**src/common/arc_pkg.sv**
```systemverilog
// shared constants and types for the converter result/trigger register block
// assumes a plain byte-wide register port and one system clock
package arc_pkg;
  localparam int          RES_W         = 10;
  localparam logic [7:0]  OFS_PINDIS    = 8'h01;
  localparam logic [7:0]  OFS_RESLO     = 8'h04;
  localparam logic [7:0]  OFS_RESHI     = 8'h05;
  localparam logic [7:0]  OFS_CTLB      = 8'h03;
  localparam logic [7:0]  OFS_CTLA      = 8'h06;
  localparam logic [7:0]  OFS_IRQSTAT   = 8'h08;
  localparam logic [7:0]  OFS_IRQMASK   = 8'h09;
  localparam logic [7:0]  RST_BYTE      = 8'h00;
  localparam int          CB_BIPOLAR    = 7;
  localparam int          CB_CMPMUX     = 6;
  localparam int          CB_LEFTADJ    = 4;
  localparam int          CB_SPARE      = 3;
  localparam int          CA_ENABLE     = 1;
  localparam int          CA_AUTOTRIG   = 0;
  localparam int          IRQ_DONE      = 0;
  localparam int          IRQ_TRIG      = 1;
  localparam int          IRQ_DROP      = 2;
  localparam logic [9:0]  RES_SAT       = 10'h3FF;
  localparam logic [9:0]  RES_ZERO      = 10'h000;
  localparam logic [2:0]  TRIG_FREE     = 3'h0;

  typedef struct packed {
    logic [7:0] addr;
    logic [7:0] wdata;
    logic       wr;
    logic       rd;
  } arc_bus_req_t;

  typedef struct packed {
    logic       valid;
    logic       negative;
    logic [9:0] magnitude;
  } arc_sample_t;

  typedef enum logic [2:0] {
    ST_UNLOCKED = 3'b001,
    ST_LOCKED   = 3'b010,
    ST_RELEASE  = 3'b100
  } arc_lock_t;
endpackage

```
**src/verilog/arc_result_trigger.sv**
```systemverilog
// converter result bytes, control register b, pin input disable, trigger
// assumes: sample arrives from the analog core on clk with a valid pulse;
// trigger flags and pin levels come from outside and are synchronised here
//
// What this block does
// - each conversion finishing while the result is not frozen loads the 10-bit result into the byte pair
// - reading the low byte freezes the result until the high byte is read
// - left adjust: bits 9..2 high, bits 1..0 at low 7..6, rest zero
// - right adjust default: bits 7..0 low, bits 9..8 at high 1..0
// - left adjust is control b bit 4 and acts on readback at once
// - control b bit 7 picks bipolar; unipolar saturates negative input
// - bipolar gives two's complement 9 bits plus sign; unipolar 10 bits
// - control b bit 3 stores and returns what was written
// - trigger field bits 2:0 act only while auto trigger is on
// - auto trigger starts conversion on rising edge of the chosen flag
// - switching from a clear flag to a set flag counts as an edge
// - choosing free running never makes a trigger event itself
// - field codes: free, comparator, ext0, t0 cmpA, t0 ovf, t1 B/ovf/cap
// - a set disable bit gates the pin buffer and reads the port bit zero
// - done flag sets when a conversion finishes and the result updates
//
// The address-and-strobe port was decided locally.
`timescale 1ns/1ps
module arc_result_trigger
  import arc_pkg::*;
#(
  parameter int NPINS = 8
) (
  input  wire logic              clk,
  input  wire logic              rst_n,
  input  wire logic [7:0]        regAddr,
  input  wire logic [7:0]        regWdata,
  input  wire logic              regWr,
  input  wire logic              regRd,
  output logic      [7:0]        regRdata,
  input  wire logic              sampleValid,
  input  wire logic              sampleNegative,
  input  wire logic [RES_W-1:0]  sampleMagnitude,
  input  wire logic [7:1]        trigFlags,
  input  wire logic [NPINS-1:0]  pinLevel,
  output logic [NPINS-1:0]       pinBufferOff,
  output logic [NPINS-1:0]       portInput,
  output logic                   convStart,
  output logic                   irq
);
  // the disable register and the port view are one byte wide
  if (NPINS != 8) begin : g_npins_check
    $error("pin disable register is one byte wide");
  end

  localparam int CA_DONE = 4;

  arc_bus_req_t busReq;
  arc_sample_t  smp;
  assign busReq = '{addr: regAddr, wdata: regWdata, wr: regWr, rd: regRd};
  assign smp    = '{valid: sampleValid, negative: sampleNegative,
                    magnitude: sampleMagnitude};

  logic [7:0]       ctlB_r;
  logic [7:0]       ctlA_r;
  logic [7:0]       pinDis_r;
  logic [RES_W-1:0] result_r;
  logic [7:0]       irqStat_r;
  logic [7:0]       irqMask_r;
  logic             doneFlag_r;
  logic             trigLevel_r;
  logic             donePrev_r;
  arc_lock_t        lock_r;
  arc_lock_t        lock_nxt;
  logic [7:1]       flagMeta_r;
  logic [7:1]       flagSync_r;
  logic [NPINS-1:0] pinMeta_r;
  logic [NPINS-1:0] pinSync_r;

  // address decode
  wire wrCtlB    = busReq.wr && busReq.addr == OFS_CTLB;
  wire wrCtlA    = busReq.wr && busReq.addr == OFS_CTLA;
  wire wrPinDis  = busReq.wr && busReq.addr == OFS_PINDIS;
  wire wrMask    = busReq.wr && busReq.addr == OFS_IRQMASK;
  wire rdLow     = busReq.rd && busReq.addr == OFS_RESLO;
  wire rdHigh    = busReq.rd && busReq.addr == OFS_RESHI;
  wire rdStat    = busReq.rd && busReq.addr == OFS_IRQSTAT;
  // done flag is cleared by writing one to it in control a
  wire clrDone   = wrCtlA && busReq.wdata[CA_DONE];

  wire leftAdj   = ctlB_r[CB_LEFTADJ];
  wire bipolar   = ctlB_r[CB_BIPOLAR];
  wire autoOn    = ctlA_r[CA_AUTOTRIG];
  wire convOn    = ctlA_r[CA_ENABLE];
  wire [2:0] trigSel = ctlB_r[2:0];

  function automatic logic [RES_W-1:0] code_of(input arc_sample_t s,
                                               input logic bip);
    logic [RES_W-1:0] m;
    m = RES_ZERO;
    if (bip) begin
      // 9 magnitude bits plus sign, two's complement
      m = {1'b0, s.magnitude[RES_W-2:0]};
      if (s.negative)
        m = RES_ZERO - m;
    end else if (s.negative) begin
      m = RES_SAT;
    end else begin
      m = s.magnitude;
    end
    return m;
  endfunction

  // left adjust works from the stored word so a flip shows immediately
  wire [7:0] resLowView  = leftAdj ? {result_r[1:0], 6'h00}
                                   : result_r[7:0];
  wire [7:0] resHighView = leftAdj ? result_r[9:2]
                                   : {6'h00, result_r[9:8]};

  // trigger mux: free running (code 0) uses the done flag as its source
  wire [7:0] flagVec = {flagSync_r, doneFlag_r};
  wire selFlag   = flagVec[trigSel];
  // free running selection never produces an edge on its own
  wire trigNow   = autoOn && (trigSel != TRIG_FREE) && selFlag;
  wire trigEdge  = trigNow && !trigLevel_r;
  // free running restarts only on a fresh rise of the done flag, so
  // selecting code 0 while the flag already stands starts nothing
  wire doneRise  = doneFlag_r && !donePrev_r;
  wire freeEdge  = autoOn && trigSel == TRIG_FREE && doneRise;
  wire startNow  = convOn && autoOn && (trigEdge || freeEdge);

  wire locked    = lock_r == ST_LOCKED;
  wire accept    = smp.valid && !locked;
  wire dropped   = smp.valid && locked;

  always_comb begin
    lock_nxt = lock_r;
    case (lock_r)
      ST_UNLOCKED: if (rdLow) lock_nxt = ST_LOCKED;
      ST_LOCKED:   if (rdHigh) lock_nxt = ST_RELEASE;
      ST_RELEASE:  lock_nxt = rdLow ? ST_LOCKED : ST_UNLOCKED;
      default:     lock_nxt = ST_UNLOCKED;
    endcase
  end

  wire [7:0] irqEvents = {5'h00, dropped, startNow, accept};

  // read data mux, one cycle late
  wire [7:0] rdMux =
    (busReq.addr == OFS_RESLO)   ? resLowView  :
    (busReq.addr == OFS_RESHI)   ? resHighView :
    (busReq.addr == OFS_CTLB)    ? ctlB_r      :
    (busReq.addr == OFS_CTLA)    ? {ctlA_r[7:5], doneFlag_r, ctlA_r[3:0]} :
    (busReq.addr == OFS_PINDIS)  ? pinDis_r    :
    (busReq.addr == OFS_IRQSTAT) ? irqStat_r   :
    (busReq.addr == OFS_IRQMASK) ? irqMask_r   : RST_BYTE;

  always_ff @(posedge clk or negedge rst_n) begin
    if (!rst_n) begin
      flagMeta_r <= '0;
      flagSync_r <= '0;
      pinMeta_r  <= '0;
      pinSync_r  <= '0;
    end else begin
      flagMeta_r <= trigFlags;
      flagSync_r <= flagMeta_r;
      pinMeta_r  <= pinLevel;
      pinSync_r  <= pinMeta_r;
    end
  end

  always_ff @(posedge clk or negedge rst_n) begin
    if (!rst_n) begin
      ctlB_r    <= RST_BYTE;
      ctlA_r    <= RST_BYTE;
      pinDis_r  <= RST_BYTE;
      irqMask_r <= RST_BYTE;
    end else begin
      if (wrCtlB) ctlB_r <= busReq.wdata;
      if (wrCtlA) ctlA_r <= {busReq.wdata[7:5], 1'b0, busReq.wdata[3:0]};
      if (wrPinDis) pinDis_r <= busReq.wdata;
      if (wrMask) irqMask_r <= busReq.wdata;
    end
  end

  always_ff @(posedge clk or negedge rst_n) begin
    if (!rst_n) begin
      result_r    <= RES_ZERO;
      lock_r      <= ST_UNLOCKED;
      doneFlag_r  <= 1'b0;
      trigLevel_r <= 1'b0;
      donePrev_r  <= 1'b0;
    end else begin
      lock_r <= lock_nxt;
      if (accept) result_r <= code_of(smp, bipolar);
      // a completion in the same cycle as the clear keeps the flag set
      if (accept) doneFlag_r <= 1'b1;
      else if (clrDone) doneFlag_r <= 1'b0;
      trigLevel_r <= trigNow;
      donePrev_r  <= doneFlag_r;
    end
  end

  always_ff @(posedge clk or negedge rst_n) begin
    if (!rst_n) begin
      irqStat_r    <= RST_BYTE;
      irq          <= 1'b0;
      regRdata     <= RST_BYTE;
      convStart    <= 1'b0;
      pinBufferOff <= '0;
      portInput    <= '0;
    end else begin
      irqStat_r    <= (rdStat ? RST_BYTE : irqStat_r) | irqEvents;
      irq          <= |(((rdStat ? RST_BYTE : irqStat_r) | irqEvents)
                        & irqMask_r);
      regRdata     <= busReq.rd ? rdMux : RST_BYTE;
      convStart    <= startNow;
      pinBufferOff <= pinDis_r;
      portInput    <= pinSync_r & ~pinDis_r;
    end
  end
endmodule

```
**config.mk**
```make
export PLATFORM = sky130hd
export DESIGN_NAME = arc_result_trigger
export DESIGN_NICKNAME = d
export VERILOG_FILES = /design/src/common/arc_pkg.sv /design/src/verilog/arc_result_trigger.sv
export SDC_FILE = /design/constraint.sdc
export NUM_CORES = 1
export LEC_CHECK = 0
export BUFFER_PORTS_ARGS = -buffer_cell sky130_fd_sc_hd__clkbuf_2
export CAP_MARGIN = 20
export CORE_MARGIN = 2
export CORE_UTILIZATION = 37
export DETAILED_ROUTE_END_ITERATION = 7
export GPL_ROUTABILITY_DRIVEN = 0
export PLACE_DENSITY = 0.54
export REMOVE_ABC_BUFFERS = 1
export SYNTH_ARGS = -nofsm -noshare
export SYNTH_HDL_FRONTEND = slang
export SYNTH_SLANG_ARGS = --single-unit
```
**constraint.sdc**
```tcl
create_clock -name clk -period 3.7 [get_ports clk]
set_input_delay 0.185 -clock clk [delete_from_list [all_inputs] [get_ports clk]]
set_output_delay 0.185 -clock clk [all_outputs]
set_load 0.02 [all_outputs]
```
======== Word level (Yosys, flattened, before mapping) ========
Cells that the tools add are included.
operators by class
  divide/modulo/power cells ............... 0
  shifts and indexed selects .............. 0
  multiplexer cells ....................... 22
  $add $sub $neg .......................... 1
  multiply operators ...................... 0
  bitwise operators ....................... 4
  eq/ne operators ......................... 12
  $lt $le $gt $ge ......................... 1
  reductions and logical operators ........ 27
operators with widths
  operator                                                                       number
  8-bit 2-to-1 mux                                                               11
  10-bit 2-to-1 mux                                                              3
  8-bit by 3-bit == test with 1-bit output (second input constant)               3
  1-bit logical AND                                                              18
  8-bit AND                                                                      2
  8-bit by 4-bit == test with 1-bit output (second input constant)               2
  1-bit by 9-bit subtractor with 10-bit output (first input constant)            1
  3-bit case mux with 3 select lines                                             1
  8-bit by 1-bit == test with 1-bit output (second input constant)               1
  8-bit by 2-bit == test with 1-bit output (second input constant)               1
  8-bit inverter                                                                 1
  8-bit by 3-bit bitwise OR with 8-bit output                                    1
  8-bit OR reduction                                                             1
  3-bit 2-to-1 mux                                                               2
  3-bit by 4-bit less-than comparator with 1-bit output (second input constant)  1
  2-bit != test (second input constant)                                          2
  1-bit binary-select mux with 3-bit select                                      1
  3-bit by 1-bit == test with 1-bit output (second input constant)               1
  3-bit by 2-bit == test with 1-bit output (second input constant)               1
  3-bit == test (second input constant)                                          1
  1-bit zero test                                                                3
  3-bit zero test                                                                1
  1-bit 2-to-1 mux                                                               3
  3-bit nonzero test                                                             1
  other kinds (4)                                                                4
storage, ports and cells
  memories ................................ 0
  logic and storage cells ................. 86
  ROM bits ................................ 0
  register bits after elaboration ......... 111
  bits in writable memories ............... 0
  input port bits ......................... 47
  latch bits .............................. 0

======== Depth between registers and ports, before layout ========
  word-level depth ........................ 9
  mapped depth ............................ 7
  mapped depth without buffers ............ 7

======== Worst setup path after synthesis ========
OpenSTA, ideal clock, no wires.
  path type ............................... in2reg
  start point ............................. input regAddr[5]
  end point ............................... register irq
  arrival time ............................ 1765 ps
  path slack .............................. 1809 ps
  path buffers ............................ 0
  stages .................................. 5
  path through ............................ or4_4 -> nor3_4 -> nand3_2 -> a221o_1 -> a221o_1
on the way
  word-level cells in the longest chain between the ends .. 6
RTL lines
  element                                      line                       RTL
  from (decl)                                  arc_result_trigger.sv:31   input wire logic [7:0] regAddr,
  8-bit by 4-bit == test with 1-bit output     arc_result_trigger.sv:82   wire rdStat = busReq.rd && busReq.addr == OFS_IRQSTAT;
  1-bit logical AND                            arc_result_trigger.sv:82
  8-bit 2-to-1 mux                             arc_result_trigger.sv:209  irq <= |(((rdStat ? RST_BYTE : irqStat_r) | irqEvents)
  8-bit by 3-bit bitwise OR with 8-bit output  arc_result_trigger.sv:209
  8-bit AND                                    arc_result_trigger.sv:210  & irqMask_r);
  8-bit OR reduction                           arc_result_trigger.sv:209
  to (signal assigned)                         arc_result_trigger.sv:209
  to (decl)                                    arc_result_trigger.sv:44   output logic irq
No other way between the ends.
A chain may end at the register's enable or synchronous reset.

======== Final worst setup path ========
  start point ............................. input regAddr[5]
  end point ............................... register ctlB_r[1]
on the way
  word-level cells in the longest chain between the ends .. 2
RTL lines
  element                                   line                       RTL
  8-bit by 2-bit == test with 1-bit output  arc_result_trigger.sv:76   wire wrCtlB = busReq.wr && busReq.addr == OFS_CTLB;
  1-bit logical AND                         arc_result_trigger.sv:76
  to (signal assigned)                      arc_result_trigger.sv:174  if (wrCtlB) ctlB_r <= busReq.wdata;
  to (decl)                                 arc_result_trigger.sv:59   logic [7:0] ctlB_r;
No other way between the ends.

==> results.md <==
- Status: finished, final reports clean
- Fin crit period: 2.06 ns
- Area after DPL: 0.00511 sq mm
- Primary FF master, synth: dfrtp_1
- Slew @ Worst Pin: 0.800 ns
- Sum Neg Setup Slack: 0 ns
- Post-route cell area: 0.00559 sq mm
- Max Freq: 486 MHz
- Crit path max fanout: 9
- Crit share post-route: 55.6%
- Slew Limit Fails: 0
- Crit path DAT: 2.29 ns
- FF-to-FF End: result_r[7]
- P&R area growth vs syn: 21.8%
- Via count: 3197
- FF-to-FF path depth: 6
- Die Span X: 115 um
- Crit path required time: 3.94 ns
- Number of global-route vias before repair: 3082
- Crit path launch type: input port
- Layout cell share with drive strength beyond 1: 31.3%
- CTS tree: built
- Mapped Area: 0.00459 sq mm
- Syn Inst Count: 368
- Kind of critical path: in -> reg
- Setup Fix Bufs, Post-CTS: 0
- Total GRT Usage: 16.7%
- Worst setup margin: 1.64 ns
- DRC errors left: 0
- FF+latch count, synth: 111
- Row count: 40
- CTS max path bufs: 2
- Post-synth EDFFs: 0
- Worst-path clk slew: 0.07 ns
- Critical path endpoint category: flop
- Post-Route WL: 10200 um
- Tightest Hold Check Type: in -> reg
- First drt pass iteration count: 4
- Min-delay src: sampleMagnitude[0]
- Fin. Hold Viols: 0
- Layout Nets: 500
- 1st-iter DRT viols: 190
- Clk_lat worst skew: 0.36 ns
- CTS sink cnt: 111
- Post-Route Skew: 0.0106 ns
- Top Ports: 73
- Place WS: 1.36 ns
- Hold depth: 3
- Mean Syn Cell Area: 12.5 sq um
- H-tree depth: 3
- Grt ovf: 0
- Vias per cell: 5.12
- Root Driver: clkbuf_16
- Register area share after synthesis: 60.6%
- Core footprint: 0.0121 sq mm
- Largest net degree at the start of global routing: 83
- Wirelength per Cell: 16.3 um
- Reg2reg start: lock_r[0]
- Post-route insts no fill: 625
- Worst slew margin: 46.2%
- First-pass GRT wire length: 16500 um
- Die Span Y: 115 um
- Final setup fails: 0
- Cell area power density: 437 mW/mm^2
- Synth warn: 0
- Routed Antenna Nets: 0
- IO buf count: 72
- Die footprint: 0.0133 sq mm
- Worst R2R Setup Slack: 1.81 ns
- Count of cell types in the netlist: 53
- RSZ-0062 raised after global routing: false
- Hold Worst Slack: 0.119 ns
- Dpl hpwl: 7480 um
- Ys async rst share: 100%
- MaxCap Viol Count: 0
- Initial antenna violation count: 0
- CTS Buf Count: 9
- Worst hold endpoint: result_r[0]
- Cell Count Post-Placement: 592
- Starting Density: 38.0%
- Worst vdd ir: 0.217 mV
- LEAKAGE: 2.57 nW
- Diode count: 0
[state kept, by name (all words and copies together), names as in the netlist]
register	cells
result_r	10
ctlB_r	8
irqMask_r	8
irqStat_r	8
pinBufferOff	8
pinDis_r	8
pinMeta_r	8
pinSync_r	8
portInput	8
regRdata	8
ctlA_r	7
flagMeta_r	7
flagSync_r	7
lock_r	3
convStart	1
doneFlag_r	1
donePrev_r	1
irq	1
trigLevel_r	1
[final cells by class]
cell class,count,area (sq um)
Sequential cell,111,2780
Timing Repair Buffer,92,573
Clock inverter,6,51.3
Inverter,2,7.51
Tap cell,168,210
Clock buffer,10,239
Multi-Input combinational cell,236,1730
Fill cell,1145,6470
[placed cells by master (no fill, tap or decap), types with 3 or more instances in the layout]
cell,netlist,layout
a22oi_1,12,12
a211oi_1,4,4
nand3_1,4,4
dfrtp_1,110,110
buf_4,0,4
o2bb2ai_1,5,5
dlygate4sd3_1,0,16
nor4_1,3,3
mux2_2,43,43
nand2_1,31,31
clkbuf_16,0,9
and2_1,7,7
o21a_1,7,7
clkbuf_2,0,71
a21oi_1,5,5
o21ai_0,24,24
o22ai_1,7,7
nor3b_1,3,3
nand2b_1,5,5
mux2i_1,7,7
nor2_1,12,12
a22o_1,4,4
nor2b_1,15,15
[synthesized netlist by cell type (3+ instances only)]
library cell  count  area share (%)
dfrtp_1         110              60
mux2_2           43              11
nand2_1          31             2.5
o21ai_0          24             2.6
clkbuf_1         18             1.5
nor2b_1          15             2.0
a22oi_1          12             2.0
nor2_1           12            0.98
and2_1            7            0.95
mux2i_1           7             1.5
o21a_1            7             1.1
o22ai_1           7            0.95
a21oi_1           5            0.55
nand2b_1          5            0.68
o2bb2ai_1         5            0.95
a211oi_1          4            0.65
a22o_1            4            0.76
nand3_1           4            0.44
nor3b_1           3            0.49
nor4_1            3            0.41
[worst max-delay path by stage]
stage | startpoint | slack [ns] | to
2_1_floorplan | regAddr[5] | 1.80 | irq
3_3_place_gp | regAddr[5] | 1.53 | ctlB_r[6]
3_5_place_dp | regAddr[5] | 1.36 | ctlB_r[1]
4_1_cts | regAddr[5] | 1.74 | ctlB_r[1]
5_1_grt | regAddr[5] | 1.49 | ctlB_r[1]
6_report | regAddr[5] | 1.64 | ctlB_r[1]
[worst max-delay path: stages]
cell and delay, ns:
clkbuf_2 0.09, nor4_1 0.70, nand2_1 0.41, nor2_4 0.28
nand2_1 0.26, mux2_2 0.36
[kinds of logic after synthesis]
logic type / Yosys count / synth area share (%)
AO/OA/AOI/OAI: 86 / 13.0
buffers and inverters: 21 / 1.72
AND/OR/NAND/NOR: 97 / 11.7
adder cells (fa/ha/maj): 1 / 0.273
flip-flops: 111 / 60.6
XOR/XNOR: 1 / 0.191
multiplexers: 51 / 12.6
[per-layer routing]
metal	GRT usage, %	wire length, um	part of all wire, %	up-vias
li1	-	-	-	1516
met1	23.8	4900	48	1571
met2	24.4	4570	45	93
met3	3.53	477	4.7	17
met4	7.95	269	2.6	0
met5	0	0	0	-
[through the flow]
stage	utilization (%)	total power, mW
2_1_floorplan	-	1.41
6_report	46.3	2.44
4_1_cts	46.0	2.48
3_5_place_dp	42.4	1.52
3_3_place_gp	42.4	1.51
5_1_grt	46.3	2.57
[repair_timing]
item | 4_1_cts | 5_1_grt
hold buffers | 15 | 1
gates resized for setup | 0 | 0
endpoints found under the hold margin | 15 | 14
[power by group]
group / switching (mW) / leakage (nW) / internal (mW)
Clock: 0.446 / 0.145 / 0.486
Sequential: 0.0359 / 1.41 / 1.26
Combinational: 0.116 / 1.01 / 0.0933
Total: 0.597 / 2.57 / 1.84
No activity file was read; power rests on OpenSTA's default activity.
